## config.mk

```make
export PLATFORM = sky130hd
export DESIGN_NAME = bcp_charge_ctrl
export DESIGN_NICKNAME = d
export VERILOG_FILES = /design/src/verilog/bcp_pkg.sv /design/src/verilog/bcp_cur_avg.sv /design/src/verilog/bcp_charge_ctrl.sv
export VERILOG_INCLUDE_DIRS = /design/src /design/src/verilog
export SDC_FILE = /design/constraint.sdc
export NUM_CORES = 1
export LEC_CHECK = 0
export BUFFER_PORTS_ARGS = -buffer_cell sky130_fd_sc_hd__buf_2
export CORE_AREA = 2 2 131 261
export CTS_CLUSTER_SIZE = 30
export DETAILED_ROUTE_END_ITERATION = 16
export DIE_AREA = 0 0 133 263
export PLACE_DENSITY = 0.73
export SLEW_MARGIN = 20
export SYNTH_ARGS = -nofsm -noshare
export SYNTH_HDL_FRONTEND = slang
export SYNTH_SLANG_ARGS = --single-unit
```

## constraint.sdc

```tcl
create_clock -name clk_sys -period 13.2 [get_ports clk_sys]
set_input_delay 1.98 -clock clk_sys [delete_from_list [all_inputs] [get_ports clk_sys]]
set_output_delay 1.98 -clock clk_sys [all_outputs]
set_load 0.02 [all_outputs]
```

## src/verilog/bcp_regs.svh

```systemverilog
// Purpose: field positions, reset values and timing counts
// Assumes: 100 MHz system clock
// Notes:   times in ms are counted on a 1 ms prescaler tick
`ifndef BCP_REGS_SVH
`define BCP_REGS_SVH
// ==========================================
// clock and timing
`define BCP_CLK_MHZ           100
`define BCP_T_MS_US           1000
`define BCP_MS_CYC            (`BCP_T_MS_US * `BCP_CLK_MHZ)
`define BCP_T_PROBE_US        27
`define BCP_PROBE_CYC         (`BCP_T_PROBE_US * `BCP_CLK_MHZ)
`define BCP_T_DQ_LOW_MS       2000
`define BCP_T_WIND_MS         11000
`define BCP_T_CONV_MS         110
`define BCP_T_PROBE_PER_MS    55
`define BCP_T_CV_HOLD_MS      875
`define BCP_T_DECAY_MS        13125
`define BCP_CHARGE_TICK_PERIOD_TICK_MS     56000
`define BCP_T_BLANK_MS        300000
`define BCP_T_RATE_CHECK_MS   12000
`define BCP_T_RATE_HOLD_MS    168000
`define BCP_RATE_CHECKS       (`BCP_T_RATE_HOLD_MS / `BCP_T_RATE_CHECK_MS)
`define BCP_RATE_SCALE        (60000 / `BCP_T_RATE_CHECK_MS)
// ==========================================
// temperatures, 0.125 C per count
`define BCP_T_WIN_LO          0
`define BCP_T_WIN_HI          320
`define BCP_T_MAX             400
`define BCP_T_BAND1           40
`define BCP_T_BAND2           120
// rate thresholds, 1/128 C per minute
`define BCP_RATE_THR1         8'h26
`define BCP_RATE_THR2         8'h3A
`define BCP_RATE_THR3         8'h4D
// ==========================================
// status init byte fields and reset value
`define BCP_ST_SLEEP_PERMIT   5
`define BCP_ST_AUTO_START     4
`define BCP_ST_CHEMISTRY      3
`define BCP_STATUS_RST        8'h00
// ==========================================
// current averaging
`define BCP_CUR_SAMPLES       64
`define BCP_CUR_SHIFT         6
`define BCP_CUR_MAX           16383
`define BCP_CUR_MIN           (-16384)
`endif

```

## src/verilog/bcp_pkg.sv

```systemverilog
// Purpose: types of the charge and power controller
// Assumes: nothing
// Notes:   states are one-hot
package bcp_pkg;
	// ==========================================
	// states
	typedef enum logic [2:0] {
		BCP_PW_ACTIVE = 3'h1,
		BCP_PW_WIND   = 3'h2,
		BCP_PW_SLEEP  = 3'h4
	} bcp_power_type;

	typedef enum logic [4:0] {
		BCP_CH_IDLE = 5'h01,
		BCP_CH_PEND = 5'h02,
		BCP_CH_FAST = 5'h04,
		BCP_CH_HOLD = 5'h08,
		BCP_CH_REST = 5'h10
	} bcp_charge_type;

	// ==========================================
	// register state
	typedef struct packed {
		bcp_power_type       pw;
		bcp_charge_type      ch;
		logic                ld_status;
		logic                permit;
		logic                auto_st;
		logic                chem;
		logic                done;
		logic                chg_prev;
		logic [16:0]         pre;
		logic [11:0]         dq_ms;
		logic [13:0]         wind_ms;
		logic [6:0]          conv_ms;
		logic [5:0]          probe_ms;
		logic [11:0]         probe_cyc;
		logic [13:0]         phase_ms;
		logic [15:0]         tick_ms;
		logic [18:0]         fast_ms;
		logic [13:0]         rate_ms;
		logic [3:0]          rate_hits;
		logic [7:0]          rate_thr;
		logic signed [19:0]  temp_avg;
		logic signed [19:0]  temp_ref;
		logic [7:0]          ctr;
		logic                trickle_n;
		logic                fast_n;
		logic                cst_hi;
		logic                cst_lo;
	} bcp_core_type;

	typedef struct packed {
		logic signed [22:0]  sum;
		logic [5:0]          cnt;
		logic [14:0]         avg;
	} bcp_avg_type;
endpackage : bcp_pkg

```

## src/verilog/bcp_cur_avg.sv

```systemverilog
// Purpose: averaged signed current reading
// Assumes: one sense sample per 55 ms conversion
// Notes:   64 samples make one 3.52 s window
`timescale 1ns/100ps
`include "bcp_regs.svh"
module bcp_cur_avg (
	// clock and reset
	input  wire logic               clk_sys,
	input  wire logic               nrst,
	input  wire logic               ce,
	// samples
	input  wire logic               run,
	input  wire logic               sample_valid,
	input  wire logic signed [15:0] sense_input_a,
	input  wire logic signed [15:0] sense_input_b,
	// result
	output logic [14:0]             current_avg
);
	import bcp_pkg::*;

	bcp_avg_type        s;
	bcp_avg_type        next_s;
	logic signed [16:0] diff;
	logic signed [22:0] total;
	logic signed [16:0] mean;

	// ==========================================
	// accumulate and saturate
	always_comb begin
		next_s = s;
		// positive difference is charge current
		diff = 17'(sense_input_a) - 17'(sense_input_b);
		total = s.sum + 23'(diff);
		mean = 17'(total >>> `BCP_CUR_SHIFT);
		if (!run) begin
			// sleep drops a partial window
			next_s.sum = 23'sh0;
			next_s.cnt = 6'h0;
		end else if (sample_valid) begin
			if (s.cnt == 6'(`BCP_CUR_SAMPLES - 1)) begin
				next_s.sum = 23'sh0;
				next_s.cnt = 6'h0;
				if (mean > 17'sd`BCP_CUR_MAX)
					next_s.avg = 15'h3FFF;
				else if (mean < -17'sd16384)
					next_s.avg = 15'h4000;
				else
					next_s.avg = mean[14:0];
			end else begin
				next_s.sum = total;
				next_s.cnt = s.cnt + 6'h1;
			end
		end
	end

	always_ff @(posedge clk_sys) begin
		if (!nrst)
			s <= '0;
		else if (ce)
			s <= next_s;
	end

	assign current_avg = s.avg;
endmodule : bcp_cur_avg

```

## src/verilog/bcp_charge_ctrl.sv

```systemverilog
// Purpose: standalone charge controller with sleep and active modes
// Assumes: analog compares and conversions arrive as synchronous inputs
// Notes:   one ms prescaler paces all long timers
//
// Behaviour
// - sleep permitted, no auto-start: data low over 2 s stops charge, starts sleep
// - sleep permitted with auto-start: sleep waits until ongoing charge finishes
// - wake on data line high, or charger arrival with auto-start
// - sleep is reached within 11 s after the 2 s low detection
// - power-up starts in active mode
// - active mode measures and controls; sleep stops all activity
// - chemistry bit 0 picks lithium pulse, 1 picks NiMH rate charging
// - trickle gate low in active mode while charger present and battery below low threshold
// - trickle or fast charging shows state pair 0,1 unless done latched
// - fast charge starts on start command or charger arrival with auto-start
// - defer start outside 0..40 C, no charger, conversions invalid, low battery
// - fast gate low, pulsed high 27 us every 55 ms
// - charger loss or stop command raises fast gate; restart needs new start
// - completion raises gate, latches 1,1; status write clears latch
// - lithium: low under CV; at CV hold 875 ms, high until voltage decays
// - lithium ends when gate high time exceeds 13.125 s
// - NiMH rate threshold 0.30, 0.45 or 0.60 C/min from start temperature
// - NiMH blanks 5 min, then ends after 2.8 min sustained rise
// - over 50 C ends charging with state 1,1
// - timer loads at start, drops every 56 s, ends at zero, host may write
// - current is 15-bit signed 3.52 s average, saturating
// - positive sense difference a minus b means charging
// - status loads from init byte at power-up and on refresh
`timescale 1ns/100ps
`include "bcp_regs.svh"
module bcp_charge_ctrl #(
	parameter int unsigned MS_CYC = `BCP_MS_CYC
) (
	// clock and reset
	input  wire logic               clk_sys,
	input  wire logic               nrst,
	input  wire logic               ce,
	// link and charger sensing
	input  wire logic               data_line_in,
	input  wire logic               charger_supply_in,
	// measurements
	input  wire logic               batt_below_lb,
	input  wire logic               batt_at_cv,
	input  wire logic signed [15:0] temp_code,
	input  wire logic               sample_valid,
	input  wire logic signed [15:0] sense_input_a,
	input  wire logic signed [15:0] sense_input_b,
	// host commands and nonvolatile init bytes
	input  wire logic               start_charge_cmd,
	input  wire logic               stop_charge_cmd,
	input  wire logic               refresh_cmd,
	input  wire logic               status_wr,
	input  wire logic [7:0]         nv_status_init,
	input  wire logic [7:0]         nv_charge_time,
	input  wire logic               ctr_wr,
	input  wire logic [7:0]         ctr_wr_data,
	// gates
	output logic                    trickle_gate_n,
	output logic                    fast_charge_gate_n,
	// status
	output logic                    charge_state_hi,
	output logic                    charge_state_lo,
	output logic                    sleep_permit,
	output logic                    charge_auto_start,
	output logic                    chemistry_select,
	output logic [7:0]              charge_time_count,
	output logic                    active_mode,
	output logic [14:0]             current_avg
);
	import bcp_pkg::*;

	localparam bcp_core_type CORE_RST = '{
		pw:        BCP_PW_ACTIVE,
		ch:        BCP_CH_IDLE,
		ld_status: 1'b1,
		trickle_n: 1'b1,
		fast_n:    1'b1,
		default:   '0
	};

	// probe length follows the ms scale, never below one cycle
	localparam int unsigned PROBE_RAW = MS_CYC * `BCP_T_PROBE_US / `BCP_T_MS_US;
	localparam int unsigned PROBE_LEN = (PROBE_RAW == 0) ? 1 : PROBE_RAW;

	bcp_core_type       s;
	bcp_core_type       next_s;
	logic               ms_tick;
	logic               tick55;
	logic               dq_long;
	logic               busy;
	logic               next_busy;
	logic               wake;
	logic               abort;
	logic               init;
	logic               complete;
	logic               in_window;
	logic               conv_ok;
	logic signed [19:0] temp_scaled;
	logic signed [19:0] delta;
	logic signed [22:0] rate;

	// ==========================================
	// next state
	always_comb begin
		next_s = s;
		abort = 1'b0;
		complete = 1'b0;
		delta = 20'sh0;
		rate = 23'sh0;
		temp_scaled = {temp_code, 4'h0};

		// prescaler halts in sleep
		ms_tick = (s.pw != BCP_PW_SLEEP) && (s.pre == 17'(MS_CYC - 1));
		if (s.pw == BCP_PW_SLEEP)
			next_s.pre = 17'h0;
		else if (ms_tick)
			next_s.pre = 17'h0;
		else
			next_s.pre = s.pre + 17'h1;

		tick55 = ms_tick && (s.probe_ms == 6'(`BCP_T_PROBE_PER_MS - 1));
		if (tick55)
			next_s.probe_ms = 6'h0;
		else if (ms_tick)
			next_s.probe_ms = s.probe_ms + 6'h1;

		// status config byte
		if (s.ld_status || refresh_cmd) begin
			next_s.ld_status = 1'b0;
			next_s.permit = nv_status_init[`BCP_ST_SLEEP_PERMIT];
			next_s.auto_st = nv_status_init[`BCP_ST_AUTO_START];
			next_s.chem = nv_status_init[`BCP_ST_CHEMISTRY];
		end

		// ==========================================
		// data line low timer
		if (data_line_in)
			next_s.dq_ms = 12'h0;
		else if (ms_tick && s.dq_ms <= 12'(`BCP_T_DQ_LOW_MS))
			next_s.dq_ms = s.dq_ms + 12'h1;
		dq_long = s.dq_ms > 12'(`BCP_T_DQ_LOW_MS);

		busy = (s.ch == BCP_CH_FAST) || (s.ch == BCP_CH_HOLD) || (s.ch == BCP_CH_REST);
		// charger wake is an arrival; a level would bounce out of wind-down
		wake = data_line_in || (charger_supply_in && !s.chg_prev && s.auto_st);

		if (ms_tick && s.conv_ms < 7'(`BCP_T_CONV_MS))
			next_s.conv_ms = s.conv_ms + 7'h1;
		conv_ok = s.conv_ms >= 7'(`BCP_T_CONV_MS);

		// ==========================================
		// power modes
		case (s.pw)
			BCP_PW_ACTIVE: begin
				if (s.permit && dq_long) begin
					if (!s.auto_st || !busy) begin
						abort = 1'b1;
						next_s.pw = BCP_PW_WIND;
						next_s.wind_ms = 14'h0;
					end
				end
			end
			BCP_PW_WIND: begin
				abort = !wake;
				if (wake) begin
					next_s.pw = BCP_PW_ACTIVE;
				end else if (ms_tick) begin
					if (s.wind_ms == 14'(`BCP_T_WIND_MS - 1))
						next_s.pw = BCP_PW_SLEEP;
					else
						next_s.wind_ms = s.wind_ms + 14'h1;
				end
			end
			BCP_PW_SLEEP: begin
				abort = !wake;
				if (wake) begin
					// conversions restart after wake
					next_s.pw = BCP_PW_ACTIVE;
					next_s.conv_ms = 7'h0;
					next_s.dq_ms = 12'h0;
				end
			end
			default: begin
				next_s.pw = BCP_PW_ACTIVE;
			end
		endcase

		// ==========================================
		// temperature averaging for rate detection
		if (tick55)
			next_s.temp_avg = s.temp_avg + ((temp_scaled - s.temp_avg) >>> 3);

		in_window = (temp_code >= 16'sd`BCP_T_WIN_LO) && (temp_code <= 16'sd`BCP_T_WIN_HI);
		next_s.chg_prev = charger_supply_in;
		// a charger arrival also wakes, so it may start a charge from sleep
		init = ((s.pw == BCP_PW_ACTIVE) && start_charge_cmd)
			|| (charger_supply_in && !s.chg_prev && s.auto_st);

		// ==========================================
		// charge sequencing
		case (s.ch)
			BCP_CH_IDLE: begin
				if (init)
					next_s.ch = BCP_CH_PEND;
			end
			BCP_CH_PEND: begin
				if (stop_charge_cmd) begin
					next_s.ch = BCP_CH_IDLE;
				end else if (in_window && charger_supply_in && conv_ok
					&& !batt_below_lb) begin
					next_s.ch = BCP_CH_FAST;
					next_s.ctr = nv_charge_time;
					next_s.tick_ms = 16'h0;
					next_s.fast_ms = 19'h0;
					next_s.rate_ms = 14'h0;
					next_s.rate_hits = 4'h0;
					next_s.phase_ms = 14'h0;
					if (temp_code < 16'sd`BCP_T_BAND1)
						next_s.rate_thr = `BCP_RATE_THR1;
					else if (temp_code < 16'sd`BCP_T_BAND2)
						next_s.rate_thr = `BCP_RATE_THR2;
					else
						next_s.rate_thr = `BCP_RATE_THR3;
				end
			end
			BCP_CH_FAST: begin
				if (!s.chem && batt_at_cv) begin
					next_s.ch = BCP_CH_HOLD;
					next_s.phase_ms = 14'h0;
				end
			end
			BCP_CH_HOLD: begin
				if (ms_tick) begin
					if (s.phase_ms == 14'(`BCP_T_CV_HOLD_MS - 1)) begin
						next_s.ch = BCP_CH_REST;
						next_s.phase_ms = 14'h0;
					end else begin
						next_s.phase_ms = s.phase_ms + 14'h1;
					end
				end
			end
			BCP_CH_REST: begin
				if (s.phase_ms > 14'(`BCP_T_DECAY_MS)) begin
					complete = 1'b1;
				end else if (!batt_at_cv) begin
					next_s.ch = BCP_CH_HOLD;
					next_s.phase_ms = 14'h0;
				end else if (ms_tick) begin
					next_s.phase_ms = s.phase_ms + 14'h1;
				end
			end
			default: begin
				next_s.ch = BCP_CH_IDLE;
			end
		endcase

		// ==========================================
		// NiMH rate termination
		if (s.chem && s.ch == BCP_CH_FAST && ms_tick) begin
			if (s.fast_ms < 19'(`BCP_T_BLANK_MS)) begin
				// blanking keeps the reference fresh
				next_s.fast_ms = s.fast_ms + 19'h1;
				next_s.temp_ref = s.temp_avg;
			end else if (s.rate_ms == 14'(`BCP_T_RATE_CHECK_MS - 1)) begin
				next_s.rate_ms = 14'h0;
				delta = s.temp_avg - s.temp_ref;
				rate = 23'(delta) * 23'(`BCP_RATE_SCALE);
				next_s.temp_ref = s.temp_avg;
				if (rate >= $signed({15'h0, s.rate_thr})) begin
					next_s.rate_hits = s.rate_hits + 4'h1;
					if (s.rate_hits == 4'(`BCP_RATE_CHECKS - 1))
						complete = 1'b1;
				end else begin
					next_s.rate_hits = 4'h0;
				end
			end else begin
				next_s.rate_ms = s.rate_ms + 14'h1;
			end
		end

		// ==========================================
		// secondary terminations and charge timer
		if (busy) begin
			if (temp_code > 16'sd`BCP_T_MAX)
				complete = 1'b1;
			if (s.ctr == 8'h0)
				complete = 1'b1;
			if (ms_tick) begin
				if (s.tick_ms == 16'(`BCP_CHARGE_TICK_PERIOD_TICK_MS - 1)) begin
					next_s.tick_ms = 16'h0;
					next_s.ctr = s.ctr - 8'h1;
				end else begin
					next_s.tick_ms = s.tick_ms + 16'h1;
				end
			end
		end
		if (ctr_wr)
			next_s.ctr = ctr_wr_data;

		if (complete)
			next_s.ch = BCP_CH_IDLE;
		if (busy && (stop_charge_cmd || !charger_supply_in))
			next_s.ch = BCP_CH_IDLE;
		if (abort)
			next_s.ch = BCP_CH_IDLE;

		// completion set wins over a same-cycle status write
		if (status_wr)
			next_s.done = 1'b0;
		if (complete)
			next_s.done = 1'b1;

		// ==========================================
		// gates and state pair
		next_s.trickle_n = !((s.pw == BCP_PW_ACTIVE) && charger_supply_in
			&& batt_below_lb);

		if (next_s.ch != BCP_CH_FAST && next_s.ch != BCP_CH_HOLD)
			next_s.probe_cyc = 12'h0;
		else if (tick55)
			next_s.probe_cyc = 12'(PROBE_LEN);
		else if (s.probe_cyc != 12'h0)
			next_s.probe_cyc = s.probe_cyc - 12'h1;

		// gate is low only in bulk and hold, except while probing
		next_s.fast_n = !((next_s.ch == BCP_CH_FAST) || (next_s.ch == BCP_CH_HOLD))
			|| (next_s.probe_cyc != 12'h0);

		next_busy = (next_s.ch == BCP_CH_FAST) || (next_s.ch == BCP_CH_HOLD)
			|| (next_s.ch == BCP_CH_REST);
		next_s.cst_hi = next_s.done;
		next_s.cst_lo = next_s.done || next_busy || !next_s.trickle_n;
	end

	// ==========================================
	// state register
	always_ff @(posedge clk_sys) begin
		if (!nrst)
			s <= CORE_RST;
		else if (ce)
			s <= next_s;
	end

	// ==========================================
	// current averaging
	bcp_cur_avg u_cur_avg (
		.clk_sys       (clk_sys),
		.nrst          (nrst),
		.ce            (ce),
		.run           (s.pw != BCP_PW_SLEEP),
		.sample_valid  (sample_valid),
		.sense_input_a (sense_input_a),
		.sense_input_b (sense_input_b),
		.current_avg   (current_avg)
	);

	assign trickle_gate_n = s.trickle_n;
	assign fast_charge_gate_n = s.fast_n;
	assign charge_state_hi = s.cst_hi;
	assign charge_state_lo = s.cst_lo;
	assign sleep_permit = s.permit;
	assign charge_auto_start = s.auto_st;
	assign chemistry_select = s.chem;
	assign charge_time_count = s.ctr;
	// one-hot, bit 0 is active
	assign active_mode = s.pw[0];
endmodule : bcp_charge_ctrl

```

Word level (Yosys, flattened, before mapping)
Cells that the tools add are included.

storage, ports and cells
  bits in registers = 252

cells by class
  $add $sub $neg = 18
  multiply operators = 1
  $lt $le $gt $ge = 14
  equal/unequal tests = 37
  mux-type cells = 90
  bitwise operators = 1
  reduce and logical (&&, ||, !) cells = 58

operators by type and width
  cell                   count
  $mux 14                12
  $mux 75                2
  $mux 12                7
  $mux 61                1
  $mux 29                2
  $mux 8                 7
  $pmux 14 s4            1
  $mux 5                 11
  $mux 16                3
  $mux 15                3
  $mux 44                1
  $add 14x1->14 const B  3
  $mux 20                2
  $sub 20x20->20         2
  $mux 37                1
  $mux 7                 5
  $mux 17                2
  $eq 14x14->1 const B   2
  $pmux 14 s2            1
  $pmux 5 s5             1
  $ne 2x2->1 const B     12
  $reduce_bool 12->1     2
  $add 23x17->23         1
  $ge 23x9->1            1
  63 further kinds       134

Longest topological paths before layout
  depth in word-level cells = 19
  depth in mapped cells = 27
  depth with buffers taken out = 25

Hierarchy
From an unflattened synthesis, not the netlist that was laid out.

unflattened totals
  cell total of the unflattened synthesis = 2395
  area, all modules = 18510.3 µm²

by module, submodules not included
  module           times used  cells each  area each (µm²)
  bcp_charge_ctrl  1           1929        14734.1
  bcp_cur_avg      1           466         3776.1

Worst setup path before layout
No wires, ideal clock.

  path type = in2reg
  start point = input temp_code[1]
  end point = register s[50] (netlist bit)
  setup time = 0.122 ns
  data arrival time = 5.482 ns
  path slack = 7.596 ns
  stages = 17
  buffers on the path = 0
  path through = ha_1 > nand3_1 > o211ai_2 > o41ai_2 > o21ai_1 > o21a_1 > nor2_1 > xnor2_1 > ha_1 > and3_1 > a21oi_1 > o21ai_1 > o41a_1 > a41o_1 > or4_1 > and3_1 > a311o_1

on the way
  cells in the longest elaborated chain, start to end = 2

ends and longest elaborated chain
  item                    RTL line                RTL
  start: declaration      bcp_charge_ctrl.sv:44   input wire logic signed [15:0] temp_code,
  $sub 20x20->20          bcp_charge_ctrl.sv:191  next_s.temp_avg = s.temp_avg + ((temp_scaled - s.temp_avg) >>> 3);
  $add 20x17->20          bcp_charge_ctrl.sv:191
  end signal: assignment  bcp_charge_ctrl.sv:341  s <= next_s;
  end: declaration        bcp_charge_ctrl.sv:85   bcp_core_type s;

No other way between the ends.
A chain may end at the register's enable or synchronous reset.

Worst setup path in the final report
  start point = register s[32] (netlist bit)
  end point = register s[128] (netlist bit)

on the way
  cells in the longest elaborated chain, start to end = 16

ends and longest elaborated chain
  item                                             RTL line                RTL
  $sub 20x20->20 *                                 bcp_charge_ctrl.sv:266  delta = s.temp_avg - s.temp_ref;
  $mul 20x4->23 *                                  bcp_charge_ctrl.sv:267  rate = 23'(delta) * 23'(`BCP_RATE_SCALE);
  $ge 23x9->1 *                                    bcp_charge_ctrl.sv:269  if (rate >= $signed({15'h0, s.rate_thr})) begin
  $mux 1 *                                         bcp_charge_ctrl.sv:269
  $mux 1 *                                         bcp_charge_ctrl.sv:264  end else if (s.rate_ms == 14'(`BCP_T_RATE_CHECK_MS - 1)) begin
  $mux 1 *                                         bcp_charge_ctrl.sv:260  if (s.fast_ms < 19'(`BCP_T_BLANK_MS)) begin
  $mux 1 *                                         bcp_charge_ctrl.sv:259  if (s.chem && s.ch == BCP_CH_FAST && ms_tick) begin
  $mux 1                                           bcp_charge_ctrl.sv:284  if (temp_code > 16'sd`BCP_T_MAX)
  $mux 1                                           bcp_charge_ctrl.sv:286  if (s.ctr == 8'h0)
  $mux 1 *                                         bcp_charge_ctrl.sv:283  if (busy) begin
  $mux 5 *                                         bcp_charge_ctrl.sv:300  if (complete)
  $mux 5 *                                         bcp_charge_ctrl.sv:302  if (busy && (stop_charge_cmd || !charger_supply_in))
  $mux 5 *                                         bcp_charge_ctrl.sv:304  if (abort)
  $ne 5x3->1 / $ne 5x4->1 (equally long branches)  bcp_charge_ctrl.sv:318  if (next_s.ch != BCP_CH_FAST && next_s.ch != BCP_CH_HOLD)
  $logic_and 1x1->1 *                              bcp_charge_ctrl.sv:318
  $mux 12 *                                        bcp_charge_ctrl.sv:318

Mark *: on every way between the ends. The rest lies on a longest branch, timed or not.

==> qor.txt <==
status = complete, no violations
r2r setup slk = 6.55 ns
worst r2r dst = s[128]
Leak Pwr = 8.26 nW
Synth top area share = 0.277
CTS tree = yes
Post-DP HPWL = 36900 um
grt ovf = 0
Initial Util = 0.548
Slew Viols, Final = 0
Max Cap Viol = 0
WS Path Type = reg2reg
Worst EP required = 13.61 ns
Die X = 133 um
Clk Latency, worst-skew pair = 0.54 ns
die area = 0.0350 sq mm
DR DRC count = 0
Syn Nets = 2578
crit path capture type = register
first-pass GRT wire length = 79200 um
Final GP Congestion = 0.921
DRT Wirelength = 48600 um
CP arrival = 7.07 ns
count leader, synth = nor2_1
Seq/Total Area, Yosys = 0.277
final hold violation count = 0
Post-synth EDFFs = 0
worst hold start = s[56]
Layout area overhead = 9.11%
CTS Buf Count = 25
crit path max fanout = 13
fin crit period = 6.65 ns
Slew headroom = 0.256
Worst-path clk slew = 0.07 ns
hold bufs inserted after CTS = 0
Synth top cells by count = nor2_1, dfxtp_1, a21oi_1, nand2_1, inv_1
vias in the first global route = 17000
clock root buffer = clkbuf_16
peak supply drop = 0.107 mV
Worst-Margin Slew = 1.12 ns
Netlist cell types = 92
routed len/inst = 17.2 um
IO buf count = 110
CTS sink count = 249
final worst slack = 6.55 ns
period utilization = 0.504
antenna violations before repair = 3
cell depth of the worst hold path = 2
Hold Slack = 0.454 ns
Setup WS pre-CTS = 6.65 ns
CTS Buffer Depth = 3
Die Y = 263 um
Worst setup SP type = register
row cnt = 94
layout cells sized above 1 = 0.0969
worst reg2reg path startpoint = s[32]
RSZ-0062 raised after global routing = false
largest net degree at the start of global routing = 105
Post-CTS Repair Setup Buffers = 0
asr flop ratio synth = 0
via count = 16900
Critical Path Source = s[32]
Setup TNS Final = 0 ns
YS warnings = 0
Post-Syn Area per Cell = 7.74 sq um
core footprint = 0.0328 sq mm
worst-case clock skew = 0.0211 ns
Power Density = 103 mW/mm^2
routed vias/inst = 5.97
GR Util All Layers = 0.272
final net count = 2629
Hold EP = s[56]
cell area after layout = 0.0196 sq mm
cell area after synthesis = 0.0180 sq mm
fmax = 150 MHz
PostCTS Resize Cnt = 0
Finish-stage setup viols = 0
FF+latch count, synth = 249
remaining antenna violation count = 0
# IOs = 116
drt pass-1 iters = 5
DR iter-0 viols = 875
Placement Cell Area = 0.0187 sq mm
top cells by area, synth = dfxtp_1, ha_1, nor2_1
Cells after Synth = 2326
worst min path class = reg2reg
ys flop type = dfxtp_1
Max H-tree Level = 1
area leader, netlist = dfxtp_1
worst r2r path cells = 25
metal layers:
layer  up-vias  global-route usage  wire (um)
met5         -                   0          7
met4         2               0.142       2560
met3       137              0.0310       2000
met2       416               0.556      26800
met1      8007               0.255      17200
li1       8331                   -          -
layout by cell type (no fill, tap or decap), types with 7 or more instances in the layout:
master / Yosys / final
a211o_1: 8 / 8
a211oi_1: 19 / 19
a21o_1: 29 / 29
a21oi_1: 202 / 202
a22oi_1: 31 / 31
a31oi_1: 16 / 16
and2_1: 20 / 20
and3_1: 60 / 59
buf_2: 5 / 110
buf_4: 26 / 15
clkbuf_16: 0 / 25
dfxtp_1: 249 / 249
fa_1: 25 / 25
ha_1: 142 / 142
inv_1: 162 / 161
mux2i_1: 18 / 18
nand2_1: 171 / 171
nand2b_1: 25 / 25
nand3_1: 76 / 76
nand3b_1: 29 / 29
nand4_1: 24 / 24
nor2_1: 309 / 309
nor2b_1: 31 / 31
nor3_1: 57 / 57
nor3b_1: 13 / 13
nor4_1: 11 / 11
nor4b_1: 7 / 7
o211ai_1: 12 / 12
o21a_1: 19 / 19
o21ai_0: 133 / 132
o21ai_1: 15 / 14
o21bai_1: 12 / 12
o221a_2: 15 / 15
o311ai_0: 8 / 8
or2_2: 13 / 13
or3_1: 28 / 28
or4_1: 12 / 12
xnor2_1: 66 / 66
xor2_1: 47 / 47
kinds of logic after synthesis:
logic type | Yosys count | share of synthesized area
simple gates | 919 | 0.254
fa+ha+maj | 167 | 0.127
xor+xnor | 113 | 0.0550
mux | 19 | 0.0106
buf+inv | 263 | 0.0623
flops | 249 | 0.277
compound gates | 596 | 0.215
power by group:
| group | leakage [nW] | internal, W | total, W | switching [W] |
|---|---|---|---|---|
| clock | 0.455 | 0.000498 | 0.000817 | 0.000319 |
| sequential | 2.01 | 0.000766 | 0.000778 | 0.0000116 |
| combinational | 5.79 | 0.000169 | 0.000419 | 0.000250 |
final cells by class:
type | count | area [sq um]
antenna | 3 | 7.51
inverter | 162 | 613
multi-input combinational | 1814 | 11900
fill | 3041 | 13200
sequential | 249 | 4980
timing repair buffer | 125 | 663
clock inverter | 11 | 211
tap | 432 | 541
clock buffer | 33 | 716
worst max path at each step:
stage	endpoint	cells past startpoint
finish	s[128]	25
global placement	s[128]	25
CTS	s[128]	25
floorplan	s[50]	17
global route	s[128]	25
detailed placement	s[128]	25
metrics by stage:
| stage | instances | utilization | total power, W |
|---|---|---|---|
| after floorplan | 2326 | - | 0.00111 |
| after global placement | 2782 | 0.570 | 0.00120 |
| after detailed placement | 2782 | 0.570 | 0.00121 |
| after CTS | 2826 | 0.598 | 0.00203 |
| after global routing | 2827 | 0.598 | 0.00210 |
| final | 2829 | 0.598 | 0.00201 |
worst max-delay path: stages, from the launching register on:
cell and delay (ns):
dfxtp_1 0.37, inv_1 0.10, ha_1 0.21, fa_1 0.41, nor2b_1 0.12, o21ai_0 0.10
a21boi_1 0.19, o21ai_0 0.21, a211oi_1 0.48, o311a_1 0.26, o21a_1 0.14, o21a_1 0.14
nor2_1 0.05, xnor2_1 0.21, ha_1 0.28, ha_1 0.48, nand4_1 0.26, o2111ai_1 0.23
o221ai_1 0.16, nor4b_1 0.32, o2111ai_1 0.22, a2111oi_4 0.36, nand4_2 0.22, a31oi_4 0.48
nand2_4 0.14, o41ai_1 0.36
registers in the layout (all words and copies together) (netlist names):
signal,cells
active_mode,1
charge_auto_start,1
charge_state_hi,1
charge_state_lo,1
charge_time_count,8
chemistry_select,1
fast_charge_gate_n,1
s,189
sleep_permit,1
trickle_gate_n,1
u_cur_avg.current_avg,15
u_cur_avg.s,29
Note: power is estimated with default switching activity, not from simulation.
